## config.mk

```make
export PLATFORM = sky130hd
export DESIGN_NAME = pidc_ctrl
export DESIGN_NICKNAME = d
export VERILOG_FILES = /design/src/rtl/pidc_pkg.sv /design/src/rtl/pidc_bank_map.sv /design/src/rtl/pidc_parity.sv /design/src/rtl/pidc_ctrl.sv
export SDC_FILE = /design/constraint.sdc
export NUM_CORES = 1
export LEC_CHECK = 0
export ABC_AREA = 1
export BUFFER_PORTS_ARGS = -buffer_cell sky130_fd_sc_hd__buf_2
export CAP_MARGIN = 10
export CORE_MARGIN = 5
export CORE_UTILIZATION = 45
export CTS_BUF_LIST = sky130_fd_sc_hd__clkbuf_8
export CTS_CLUSTER_SIZE = 24
export DETAILED_ROUTE_END_ITERATION = 10
export GPL_TIMING_DRIVEN = 1
export PLACE_DENSITY = 0.68
export SYNTH_ARGS = -nofsm -noshare
export SYNTH_HDL_FRONTEND = slang
export SYNTH_SLANG_ARGS = --single-unit
```

## constraint.sdc

```tcl
create_clock -name mclk -period 4.66 [get_ports mclk]
set_input_delay 0 -clock mclk [delete_from_list [all_inputs] [get_ports mclk]]
set_output_delay 0 -clock mclk [all_outputs]
set_load 0.005 [all_outputs]
```

## src/rtl/pidc_pkg.sv

```systemverilog
// Shared constants for the paged/interleaved DRAM controller.
// Assumes a single 10 MHz clock domain and an I/O index/data port pair.
package pidc_pkg;
    // Indirect configuration port
    localparam logic [7:0] IO_INDEX_PORT   = 8'h22;
    localparam logic [7:0] IO_DATA_PORT    = 8'h23;
    localparam logic [7:0] DRAM_CONFIG_IDX = 8'h16;
    localparam logic [7:0] BANK_DENS_IDX   = 8'h15;
    // dram_config fields
    localparam int INTERLEAVE_BIT = 1;
    localparam int PAGE_BIT       = 2;
    localparam int PARITY_BIT     = 5;
    localparam int SLOW_REF_BIT   = 6;
    localparam int WAIT_LO        = 0;
    localparam logic [7:0] DRAM_CONFIG_RST = 8'h00;
    localparam logic [7:0] BANK_DENS_RST   = 8'h00;
    // Bank density codes
    localparam logic [1:0] DENS_NONE = 2'h0;
    localparam logic [1:0] DENS_256K = 2'h1;
    localparam logic [1:0] DENS_1M   = 2'h2;
    localparam logic [1:0] DENS_4M   = 2'h3;
    localparam int NUM_BANKS = 4;
    localparam int ROW_W     = 11;
    localparam int ADDR_W    = 24;
    // Extra row-setup cycles when the address manager warns of a mapped access
    localparam logic [1:0] MAP_SETUP_CYC = 2'h1;
    localparam logic [1:0] MAX_WAIT      = 2'h2;
endpackage

```

## src/rtl/pidc_bank_map.sv

```systemverilog
// Bank, row and column decode from a word address and bank densities.
// Assumes banks fill linearly from bank 0 up to a 16 Mb total.
`timescale 1ns/1ps
`default_nettype none
module pidc_bank_map (
    input  wire logic [23:0] word_addr,
    input  wire logic [7:0]  bank_dens,
    input  wire logic [1:0]  ilv_ways,
    output logic             hit_any,
    output logic [1:0]       bank_sel,
    output logic [10:0]      row_addr,
    output logic [10:0]      col_addr
);
    // Words held by one bank for a density code
    function automatic logic [23:0] bank_words(input logic [1:0] d);
        case (d)
            pidc_pkg::DENS_256K: bank_words = 24'h040000;
            pidc_pkg::DENS_1M:   bank_words = 24'h100000;
            pidc_pkg::DENS_4M:   bank_words = 24'h400000;
            default:             bank_words = 24'h000000;
        endcase
    endfunction

    // Bases are one bit wider so a fully populated array does not wrap to zero
    logic [24:0] base [0:4];
    logic [23:0] off;
    logic [23:0] sh;
    logic [1:0]  lin_bank;
    logic        lin_hit;

    assign base[0] = 25'h0000000;
    genvar g;
    generate
        for (g = 0; g < pidc_pkg::NUM_BANKS; g++) begin : g_base
            assign base[g+1] = base[g] + {1'b0, bank_words(bank_dens[2*g +: 2])};
        end
    endgenerate

    always_comb begin
        lin_bank = 2'h0;
        lin_hit  = 1'b0;
        off      = 24'h000000;
        for (int b = pidc_pkg::NUM_BANKS - 1; b >= 0; b--) begin
            if ({1'b0, word_addr} >= base[b] && {1'b0, word_addr} < base[b+1]) begin
                lin_bank = 2'(b);
                lin_hit  = 1'b1;
                off      = word_addr - base[b][23:0];
            end
        end
    end

    // Interleave: low word bits pick the bank, the rest index inside it
    always_comb begin
        if (ilv_ways == 2'h2) begin
            bank_sel = {1'b0, word_addr[0]} | {lin_bank[1], 1'b0};
            sh       = (word_addr - base[{lin_bank[1], 1'b0}][23:0]) >> 1;
        end else if (ilv_ways == 2'h3) begin
            bank_sel = word_addr[1:0];
            sh       = word_addr >> 2;
        end else begin
            bank_sel = lin_bank;
            sh       = off;
        end
    end

    assign hit_any  = lin_hit;
    assign col_addr = sh[10:0];
    assign row_addr = sh[21:11];
endmodule
`default_nettype wire

```

## src/rtl/pidc_parity.sv

```systemverilog
// Byte parity generation and masked checking for one data word.
// Assumes odd parity per byte, combinational.
`timescale 1ns/1ps
`default_nettype none
module pidc_parity (
    input  wire logic [15:0] data,
    input  wire logic [1:0]  par_in,
    input  wire logic        check_en,
    output logic [1:0]       par_gen,
    output logic             par_err
);
    genvar i;
    generate
        for (i = 0; i < 2; i++) begin : g_byte
            assign par_gen[i] = ~^data[8*i +: 8];
        end
    endgenerate
    assign par_err = check_en & (par_gen != par_in);
endmodule
`default_nettype wire

```

## src/rtl/pidc_ctrl.sv

```systemverilog
// Paged/interleaved four-bank DRAM controller with indirect config port.
// Assumes CPU requests are synchronous to mclk and held until mem_ack.
`timescale 1ns/1ps
`default_nettype none
module pidc_ctrl (
    input  wire logic        mclk,
    input  wire logic        rst_n,
    // I/O port access
    input  wire logic        io_wr,
    input  wire logic        io_rd,
    input  wire logic [7:0]  io_addr,
    input  wire logic [7:0]  io_wdata,
    output logic [7:0]       io_rdata,
    // CPU memory request
    input  wire logic        mem_req,
    input  wire logic        mem_we,
    input  wire logic [23:0] mem_waddr,
    input  wire logic [15:0] mem_wdata,
    input  wire logic        map_warn,
    output logic             mem_claim,
    output logic             mem_ack,
    output logic [15:0]      mem_rdata,
    output logic             par_error,
    // DRAM pins
    output logic [10:0]      mem_addr_bus,
    output logic [3:0]       ras_n,
    output logic [1:0]       cas_n,
    output logic             write_en_high_n,
    output logic             write_en_low_n,
    output logic [15:0]      dq_out,
    output logic [1:0]       dqp_out,
    output logic             dq_oe,
    input  wire logic [15:0] dq_in,
    input  wire logic [1:0]  dqp_in
);
    typedef enum logic [5:0] {
        ST_IDLE  = 6'b000001,
        ST_ROW   = 6'b000010,
        ST_RAS   = 6'b000100,
        ST_COL   = 6'b001000,
        ST_CAS   = 6'b010000,
        ST_DONE  = 6'b100000
    } pidc_state_t;

    ////////////////////////////////////////////////////////////////////////
    // Configuration registers
    logic [7:0] index_r;
    logic [7:0] dram_config_r;
    logic [7:0] bank_density_cfg_r;
    logic [7:0] dram_config_nxt;
    logic       sel_cfg;
    logic       sel_dens;
    logic       wr_data;
    logic       srb_prev_r;
    logic       cmp_clear;

    assign sel_cfg  = index_r == pidc_pkg::DRAM_CONFIG_IDX;
    assign sel_dens = index_r == pidc_pkg::BANK_DENS_IDX;
    assign wr_data  = io_wr && io_addr == pidc_pkg::IO_DATA_PORT;
    assign dram_config_nxt = (wr_data && sel_cfg) ? io_wdata : dram_config_r;
    // Any change of the slow refresh bit clears the page comparator
    assign cmp_clear = dram_config_r[pidc_pkg::SLOW_REF_BIT] != srb_prev_r;

    always_ff @(posedge mclk) begin
        if (!rst_n) begin
            index_r            <= 8'h00;
            dram_config_r      <= pidc_pkg::DRAM_CONFIG_RST;
            bank_density_cfg_r <= pidc_pkg::BANK_DENS_RST;
            srb_prev_r         <= 1'b0;
        end else begin
            if (io_wr && io_addr == pidc_pkg::IO_INDEX_PORT)
                index_r <= io_wdata;
            dram_config_r <= dram_config_nxt;
            if (wr_data && sel_dens)
                bank_density_cfg_r <= io_wdata;
            srb_prev_r <= dram_config_r[pidc_pkg::SLOW_REF_BIT];
        end
    end

    always_ff @(posedge mclk) begin
        if (!rst_n) begin
            io_rdata <= 8'h00;
        end else if (io_rd && io_addr == pidc_pkg::IO_DATA_PORT) begin
            io_rdata <= sel_cfg ? dram_config_r :
                        sel_dens ? bank_density_cfg_r : 8'h00;
        end else if (io_rd && io_addr == pidc_pkg::IO_INDEX_PORT) begin
            io_rdata <= index_r;
        end
    end

    ////////////////////////////////////////////////////////////////////////
    // Mode decode
    logic       page_enable;
    logic       interleave_enable;
    logic       pair_lo;
    logic       pair_hi;
    logic       all_four;
    logic [1:0] ilv_ways;
    logic [1:0] wait_min;

    assign page_enable       = dram_config_r[pidc_pkg::PAGE_BIT];
    assign interleave_enable = dram_config_r[pidc_pkg::INTERLEAVE_BIT] & page_enable;
    assign pair_lo  = bank_density_cfg_r[1:0] != pidc_pkg::DENS_NONE &&
                      bank_density_cfg_r[1:0] == bank_density_cfg_r[3:2];
    assign pair_hi  = bank_density_cfg_r[5:4] != pidc_pkg::DENS_NONE &&
                      bank_density_cfg_r[5:4] == bank_density_cfg_r[7:6];
    assign all_four = pair_lo && pair_hi && bank_density_cfg_r[1:0] == bank_density_cfg_r[5:4];
    // Illegal combinations fall back to linear banking
    assign ilv_ways = !interleave_enable ? 2'h0 :
                      all_four ? 2'h3 :
                      (pair_lo && (pair_hi || bank_density_cfg_r[5:4] == pidc_pkg::DENS_NONE))
                      ? 2'h2 : 2'h0;
    assign wait_min = (dram_config_r[pidc_pkg::WAIT_LO +: 2] > pidc_pkg::MAX_WAIT)
                      ? pidc_pkg::MAX_WAIT : dram_config_r[pidc_pkg::WAIT_LO +: 2];

    ////////////////////////////////////////////////////////////////////////
    // Address decode and parity
    logic        hit_any;
    logic [1:0]  bank_sel;
    logic [10:0] row_addr;
    logic [10:0] col_addr;
    logic [1:0]  par_gen_w;
    logic [1:0]  par_gen_r;
    logic        par_err_r;

    pidc_bank_map u_map (
        .word_addr (mem_waddr),
        .bank_dens (bank_density_cfg_r),
        .ilv_ways  (ilv_ways),
        .hit_any   (hit_any),
        .bank_sel  (bank_sel),
        .row_addr  (row_addr),
        .col_addr  (col_addr)
    );

    pidc_parity u_par_wr (
        .data     (mem_wdata),
        .par_in   (2'h0),
        .check_en (1'b0),
        .par_gen  (par_gen_w),
        .par_err  ()
    );

    pidc_parity u_par_rd (
        .data     (dq_in),
        .par_in   (dqp_in),
        .check_en (dram_config_r[pidc_pkg::PARITY_BIT]),
        .par_gen  (par_gen_r),
        .par_err  (par_err_r)
    );

    ////////////////////////////////////////////////////////////////////////
    // Page comparator
    logic [10:0] open_row_r [0:3];
    logic [3:0]  row_valid_r;
    logic        page_hit;

    assign page_hit = page_enable && row_valid_r[bank_sel] &&
                      open_row_r[bank_sel] == row_addr;

    ////////////////////////////////////////////////////////////////////////
    // Access sequencer
    pidc_state_t state_r;
    logic [1:0]  cnt_r;
    logic        we_r;
    logic [1:0]  bank_r;
    logic [10:0] row_r;
    logic [10:0] col_r;
    logic        start;

    assign start = mem_req && hit_any && !mem_ack;

    always_ff @(posedge mclk) begin
        if (!rst_n) begin
            state_r <= ST_IDLE;
            cnt_r   <= 2'h0;
            we_r    <= 1'b0;
            bank_r  <= 2'h0;
            row_r   <= 11'h000;
            col_r   <= 11'h000;
        end else begin
            case (state_r)
                ST_IDLE: begin
                    if (start) begin
                        we_r   <= mem_we;
                        bank_r <= bank_sel;
                        row_r  <= row_addr;
                        col_r  <= col_addr;
                        cnt_r  <= map_warn ? pidc_pkg::MAP_SETUP_CYC : 2'h0;
                        // Open-row hit skips row phase and waits
                        state_r <= page_hit ? ST_COL : ST_ROW;
                    end
                end
                ST_ROW: begin
                    if (cnt_r == 2'h0) state_r <= ST_RAS;
                    else cnt_r <= cnt_r - 2'h1;
                end
                ST_RAS: begin
                    state_r <= ST_COL;
                    cnt_r   <= wait_min;
                end
                ST_COL: begin
                    state_r <= ST_CAS;
                end
                ST_CAS: begin
                    if (cnt_r == 2'h0) state_r <= ST_DONE;
                    else cnt_r <= cnt_r - 2'h1;
                end
                ST_DONE: begin
                    state_r <= ST_IDLE;
                end
                default: state_r <= ST_IDLE;
            endcase
        end
    end

    // Comparator update; clearing wins over a same-cycle load
    always_ff @(posedge mclk) begin
        if (!rst_n) begin
            row_valid_r <= 4'h0;
            for (int b = 0; b < pidc_pkg::NUM_BANKS; b++) open_row_r[b] <= 11'h000;
        end else if (cmp_clear) begin
            row_valid_r <= 4'h0;
        end else if (state_r == ST_RAS && page_enable) begin
            row_valid_r[bank_r] <= 1'b1;
            open_row_r[bank_r]  <= row_r;
        end else if (!page_enable) begin
            row_valid_r <= 4'h0;
        end
    end

    ////////////////////////////////////////////////////////////////////////
    // Pin drive
    logic [3:0] ras_nxt;
    logic       in_access;

    assign in_access = state_r == ST_RAS || state_r == ST_COL ||
                       state_r == ST_CAS || state_r == ST_DONE;
    always_comb begin
        ras_nxt = 4'hf;
        if (page_enable && !cmp_clear)
            ras_nxt = ~row_valid_r;
        // A row change must close the open row before the new row strobe
        if (state_r == ST_ROW)
            ras_nxt[bank_r] = 1'b1;
        if (in_access && state_r != ST_DONE)
            ras_nxt[bank_r] = 1'b0;
        if (in_access && state_r == ST_DONE && page_enable)
            ras_nxt[bank_r] = 1'b0;
    end

    always_ff @(posedge mclk) begin
        if (!rst_n) begin
            mem_addr_bus    <= 11'h000;
            ras_n           <= 4'hf;
            cas_n           <= 2'h3;
            write_en_high_n <= 1'b1;
            write_en_low_n  <= 1'b1;
            dq_out          <= 16'h0000;
            dqp_out         <= 2'h0;
            dq_oe           <= 1'b0;
            mem_ack         <= 1'b0;
            mem_claim       <= 1'b0;
            mem_rdata       <= 16'h0000;
            par_error       <= 1'b0;
        end else begin
            // Row address stays on the bus while the row strobe falls
            mem_addr_bus <= (state_r == ST_ROW || state_r == ST_RAS) ? row_r : col_r;
            ras_n        <= ras_nxt;
            cas_n        <= (state_r == ST_CAS) ? 2'h0 : 2'h3;
            write_en_high_n <= !(we_r && (state_r == ST_COL || state_r == ST_CAS));
            write_en_low_n  <= !(we_r && (state_r == ST_COL || state_r == ST_CAS));
            dq_oe        <= we_r && state_r != ST_IDLE && state_r != ST_DONE;
            if (start) begin
                dq_out  <= mem_wdata;
                dqp_out <= par_gen_w;
            end
            mem_claim    <= mem_req && hit_any;
            mem_ack      <= state_r == ST_DONE;
            if (state_r == ST_DONE && !we_r) begin
                mem_rdata <= dq_in;
                par_error <= par_err_r;
            end
            if (!dram_config_r[pidc_pkg::PARITY_BIT])
                par_error <= 1'b0;
        end
    end

    ////////////////////////////////////////////////////////////////////////
    // Checks
    chk_reset_mode: assert property (@(posedge mclk)
        $rose(rst_n) |-> !page_enable && !interleave_enable)
        else $error("mode not cleared by reset");
    chk_no_bank_claim: assert property (@(posedge mclk) disable iff (!rst_n)
        bank_density_cfg_r == 8'h00 |=> !mem_claim)
        else $error("claimed with no banks");
    chk_srb_clear: assert property (@(posedge mclk) disable iff (!rst_n)
        cmp_clear |=> row_valid_r == 4'h0)
        else $error("comparator not cleared");
    chk_row_then_ras: assert property (@(posedge mclk) disable iff (!rst_n)
        state_r == ST_ROW && cnt_r == 2'h0 |=> state_r == ST_RAS ##1 state_r == ST_COL)
        else $error("row sequence broken");
    chk_cas_waits: assert property (@(posedge mclk) disable iff (!rst_n)
        state_r == ST_RAS && wait_min == 2'h2 |=> ST_COL == state_r ##1 ST_CAS == state_r
        [*3] ##1 state_r == ST_DONE)
        else $error("wait count wrong");
    chk_hit_no_row: assert property (@(posedge mclk) disable iff (!rst_n)
        state_r == ST_IDLE && start && page_hit |=> state_r == ST_COL)
        else $error("page hit took row phase");
    chk_bad_ilv: assert property (@(posedge mclk) disable iff (!rst_n)
        !pair_lo |-> ilv_ways == 2'h0)
        else $error("interleave on mismatched banks");
    chk_write_en: assert property (@(posedge mclk) disable iff (!rst_n)
        state_r == ST_CAS && we_r |=> !write_en_high_n && !write_en_low_n)
        else $error("write enables missing");
    chk_map_stretch: assert property (@(posedge mclk) disable iff (!rst_n)
        state_r == ST_IDLE && start && !page_hit && map_warn |=> state_r == ST_ROW [*2])
        else $error("mapped setup not stretched");
    chk_row_addr_hold: assert property (@(posedge mclk) disable iff (!rst_n)
        state_r == ST_RAS |=> mem_addr_bus == row_r)
        else $error("row address not held at row strobe");
    chk_row_precharge: assert property (@(posedge mclk) disable iff (!rst_n)
        state_r == ST_ROW |=> ras_n[bank_r])
        else $error("row strobe not closed before new row");
endmodule
`default_nettype wire

```

==> run_results.csv <==
group,metric,value,unit
final_layout,diodes,0,
drt,drc,0,
global_routing,grt_overflow_total,0,
floorplan,die_w,155.5,um
place,port_buffers,145,
drt,initialDrtViolationCount,635,
drt,ant_nets,0,
power,p_sw,0.001038,W
flow_run,drv_cap,0,
logic_synthesis,syn_nets,1396,
floorplan,io_pins,146,
final_layout,mostFrequentLayoutCell,"nand2_1",
logic_synthesis,synth_seq_cells,169,
place,place_area,10840,um^2
drt,drt_wl_total,28230,um
place,dp_hpwl,19680,um
worst_hold_path,hold_path_class,"in -> reg",
floorplan,start_util,0.4549,
floorplan,coreArea,20960,um^2
critical_path,crit_path_start_kind,"flip-flop",
final_layout,nFillCells,1899,
clock_network,cts_buffer_depth,2,
power,p_seq_frac,0.483,
power,pwr-share-comb,0.198,
critical_path,crit_family,"simple AND/OR/NAND/NOR gates",
power,intPower,0.002283,W
clock_network,clkLatencyLatePin,0.47,ns
power,power_frac_clock,0.320,
power,leakage,5.556,nW
critical_path,cp-end-kind,"flip-flop",
logic_synthesis,syn_inst,1278,
power,swShare,0.3127,
final_layout,fin_nets,1653,
critical_path,critPathRequiredTime,5.05,ns
sta,fmax,0.2002,GHz
final_layout,design_area,12260,um^2
global_routing,antenna_found_initial,0,
critical_path,slowest_stage,"dfxtp_2",
critical_path,setup.worst_path.class,"reg -> reg",
drt,via_count,9402,
outcome,outcome,"finished, violations left",
logic_synthesis,synth.distinct_cells,51,
logic_synthesis,syn_avg_cell_area,7.459,um^2
clock_network,clk_pin_slew,0.11,ns
drt,wl_per_cell,15.49,um
critical_path,critPathMaxFanout,3,
clock_network,root_buffer,"clkbuf_8",
clock_network,cts_tree,"built",
logic_synthesis,yosys_warnings,0,
global_routing,grtUsageTotal,0.2278,
outcome,violations,"negative setup slack",
final_layout,regArea,3834,um^2
logic_synthesis,ys_seq_area_frac,0.4011,
power,p_per_area,270.9,nW/um^2
floorplan,dieArea,24190,um^2
sta,hold_viol,0,
critical_path,cp_data_arrival_time,5.38,ns
critical_path,path_common_cell,"nand2_1",
drt,avgViaCountPerCell,5.157,
sta,slew_headroom,0.3421,
logic_synthesis,synth-edff-count,44,
sta,final_max_slew_viol_count,0,
final_layout,drive_above_1_share,0.2293,
place,post-place-ws,-0.5144,ns
place,finalWeightedCongestion,0.9057,
floorplan,rows,53,
sta,fin_worst_skew,0.02563,ns
sta,finalSetupViolCount,2,
floorplan,dieHeight,155.5,um
global_routing,grt_max_degree,103,
final_layout,final_cell_mix,"nand2_1 (201), nor2_1 (183), inv_1 (157)",
logic_synthesis,synth_area,9533,um^2
final_layout,final_core_utilization,0.5850,
critical_path,crit_buf_inv,5,
sta,timing.final.ws_setup,-0.3338,ns
power,p_total,0.003321,W
sta,rsz0062_at_grt,"yes",
final_layout,multi_input_area,5034,um^2
final_layout,syn_to_final_growth,28.60,%
sta,tightest_slew,0.9833,ns
sta,finalCriticalPeriod,4.994,ns
sta,post-route-period-util,1.072,
power,ir_worst_vdd,0.2081,mV
global_routing,grt_pass1_wl,45280,um
clock_network,cts_max_level,4,
clock_network,cts.sinks,169,
clock_network,cts_buffers,17,
logic_synthesis,ys_async_sr_fraction,0,
drt,drtPass1Iterations,5,
logic_synthesis,ys.flop_type,"dfxtp_1",
global_routing,grt_pass1_vias,9173,
critical_path,cpPeakStageDelay,0.36,ns
## worst reg2reg max path, delay by kind of cell, from the launching register on
| family | cells | cell delay (ns) |
|---|---|---|
| AOI/OAI and AO/OA | 3 | 0.37 |
| DFF | 1 | 0.36 |
| xor gates and xnor gates | 3 | 0.51 |
| and+or+nand+nor | 24 | 1.84 |
| adders and majority gates | 6 | 1.61 |
| buffers and inverters | 5 | 0.27 |
## registers in the layout (all words and copies together) (netlist names), 11 cells and up
register,flops
open_row_r,44
dq_out,16
mem_rdata,16
col_r,11
mem_addr_bus,11
row_r,11
## synth_stat cells, types with 18 or more instances
library cell	n	area share
o21ai_0	107	0.056
nand3_1	101	0.053
ha_1	34	0.045
a21oi_1	64	0.034
nor2_1	188	0.074
xor2_1	18	0.017
xnor2_1	25	0.023
nand2_1	209	0.082
edfxtp_1	44	0.14
dfxtp_1	125	0.26
inv_1	162	0.064
clkbuf_1	36	0.014
## path summary, 6_finish.rpt
| kind | from | end | slack, ns | depth (start not counted) |
|---|---|---|---|---|
| worst max register to register | bank_density_cfg_r[3] | state_r[3] | -0.33 | 41 |
| worst min-delay path | mem_waddr[14] | row_r[3] | 0.03 | 5 |
| worst min register to register | we_r | write_en_low_n | 0.45 | 1 |
| worst max-delay path | bank_density_cfg_r[3] | state_r[3] | -0.33 | 41 |
## kinds of logic (layout without fill, tap and decap cells)
group	Yosys count	count (layout)	synth area share
DFF	169	169	0.4011
xor gates and xnor gates	43	43	0.03951
adders and majority gates	37	37	0.05093
and+or+nand+nor	561	561	0.2608
AOI/OAI and AO/OA	243	243	0.1508
buffers and inverters	225	495	0.09686
## metal layers
metal  global-route usage  vias up  routed length [um]
met2               0.3835      326               13320
met4              0.05669        0                 427
li1                     -     4729                   -
met1               0.3000     4308               12570
met3              0.04938       39                1919
met5                    0        -                   0
## area by class of cell
class	count	share of cell area
clock buffers	17	0.01909
clock inverters	15	0.01317
inverters	171	0.05328
multi-input cells	884	0.4106
flip-flops and latches	169	0.3127
well taps	275	0.02807
repair buffers	291	0.1625
repair inverters	1	0.0006124
## repair_timing
item                                    4_1_cts  5_1_grt
endpoints found under the setup margin        3       25
resized for setup                            21       34
setup buffers                                17        7
hold endpoints to repair                     71        0
pin swaps                                     9       13
hold buffers                                 60        0
gates cloned                                  0        1
## power groups by stage
stage | clock [W] | sequential (W) | combinational (W)
after floorplan | 0 | 0.00163 | 0.000368
final | 0.00106 | 0.00160 | 0.000656
after detailed placement | 0 | 0.00164 | 0.000578
after global placement | 0 | 0.00163 | 0.000570
after global routing | 0.00115 | 0.00161 | 0.000728
after CTS | 0.00108 | 0.00160 | 0.000627
## per-stage QoR
step | hold WS, ns | TNS (ns) | instances
2_1_floorplan | 0.1349 | -0.4233 | 1278
3_3_place_gp | 0.2516 | -0.6801 | 1706
3_5_place_dp | 0.2625 | -1.117 | 1706
4_1_cts | 0.001618 | -0.6498 | 1815
5_1_grt | 0.01502 | -2.463 | 1823
6_report | 0.02583 | -0.6252 | 1823
No activity file was read; power rests on OpenSTA's default activity.
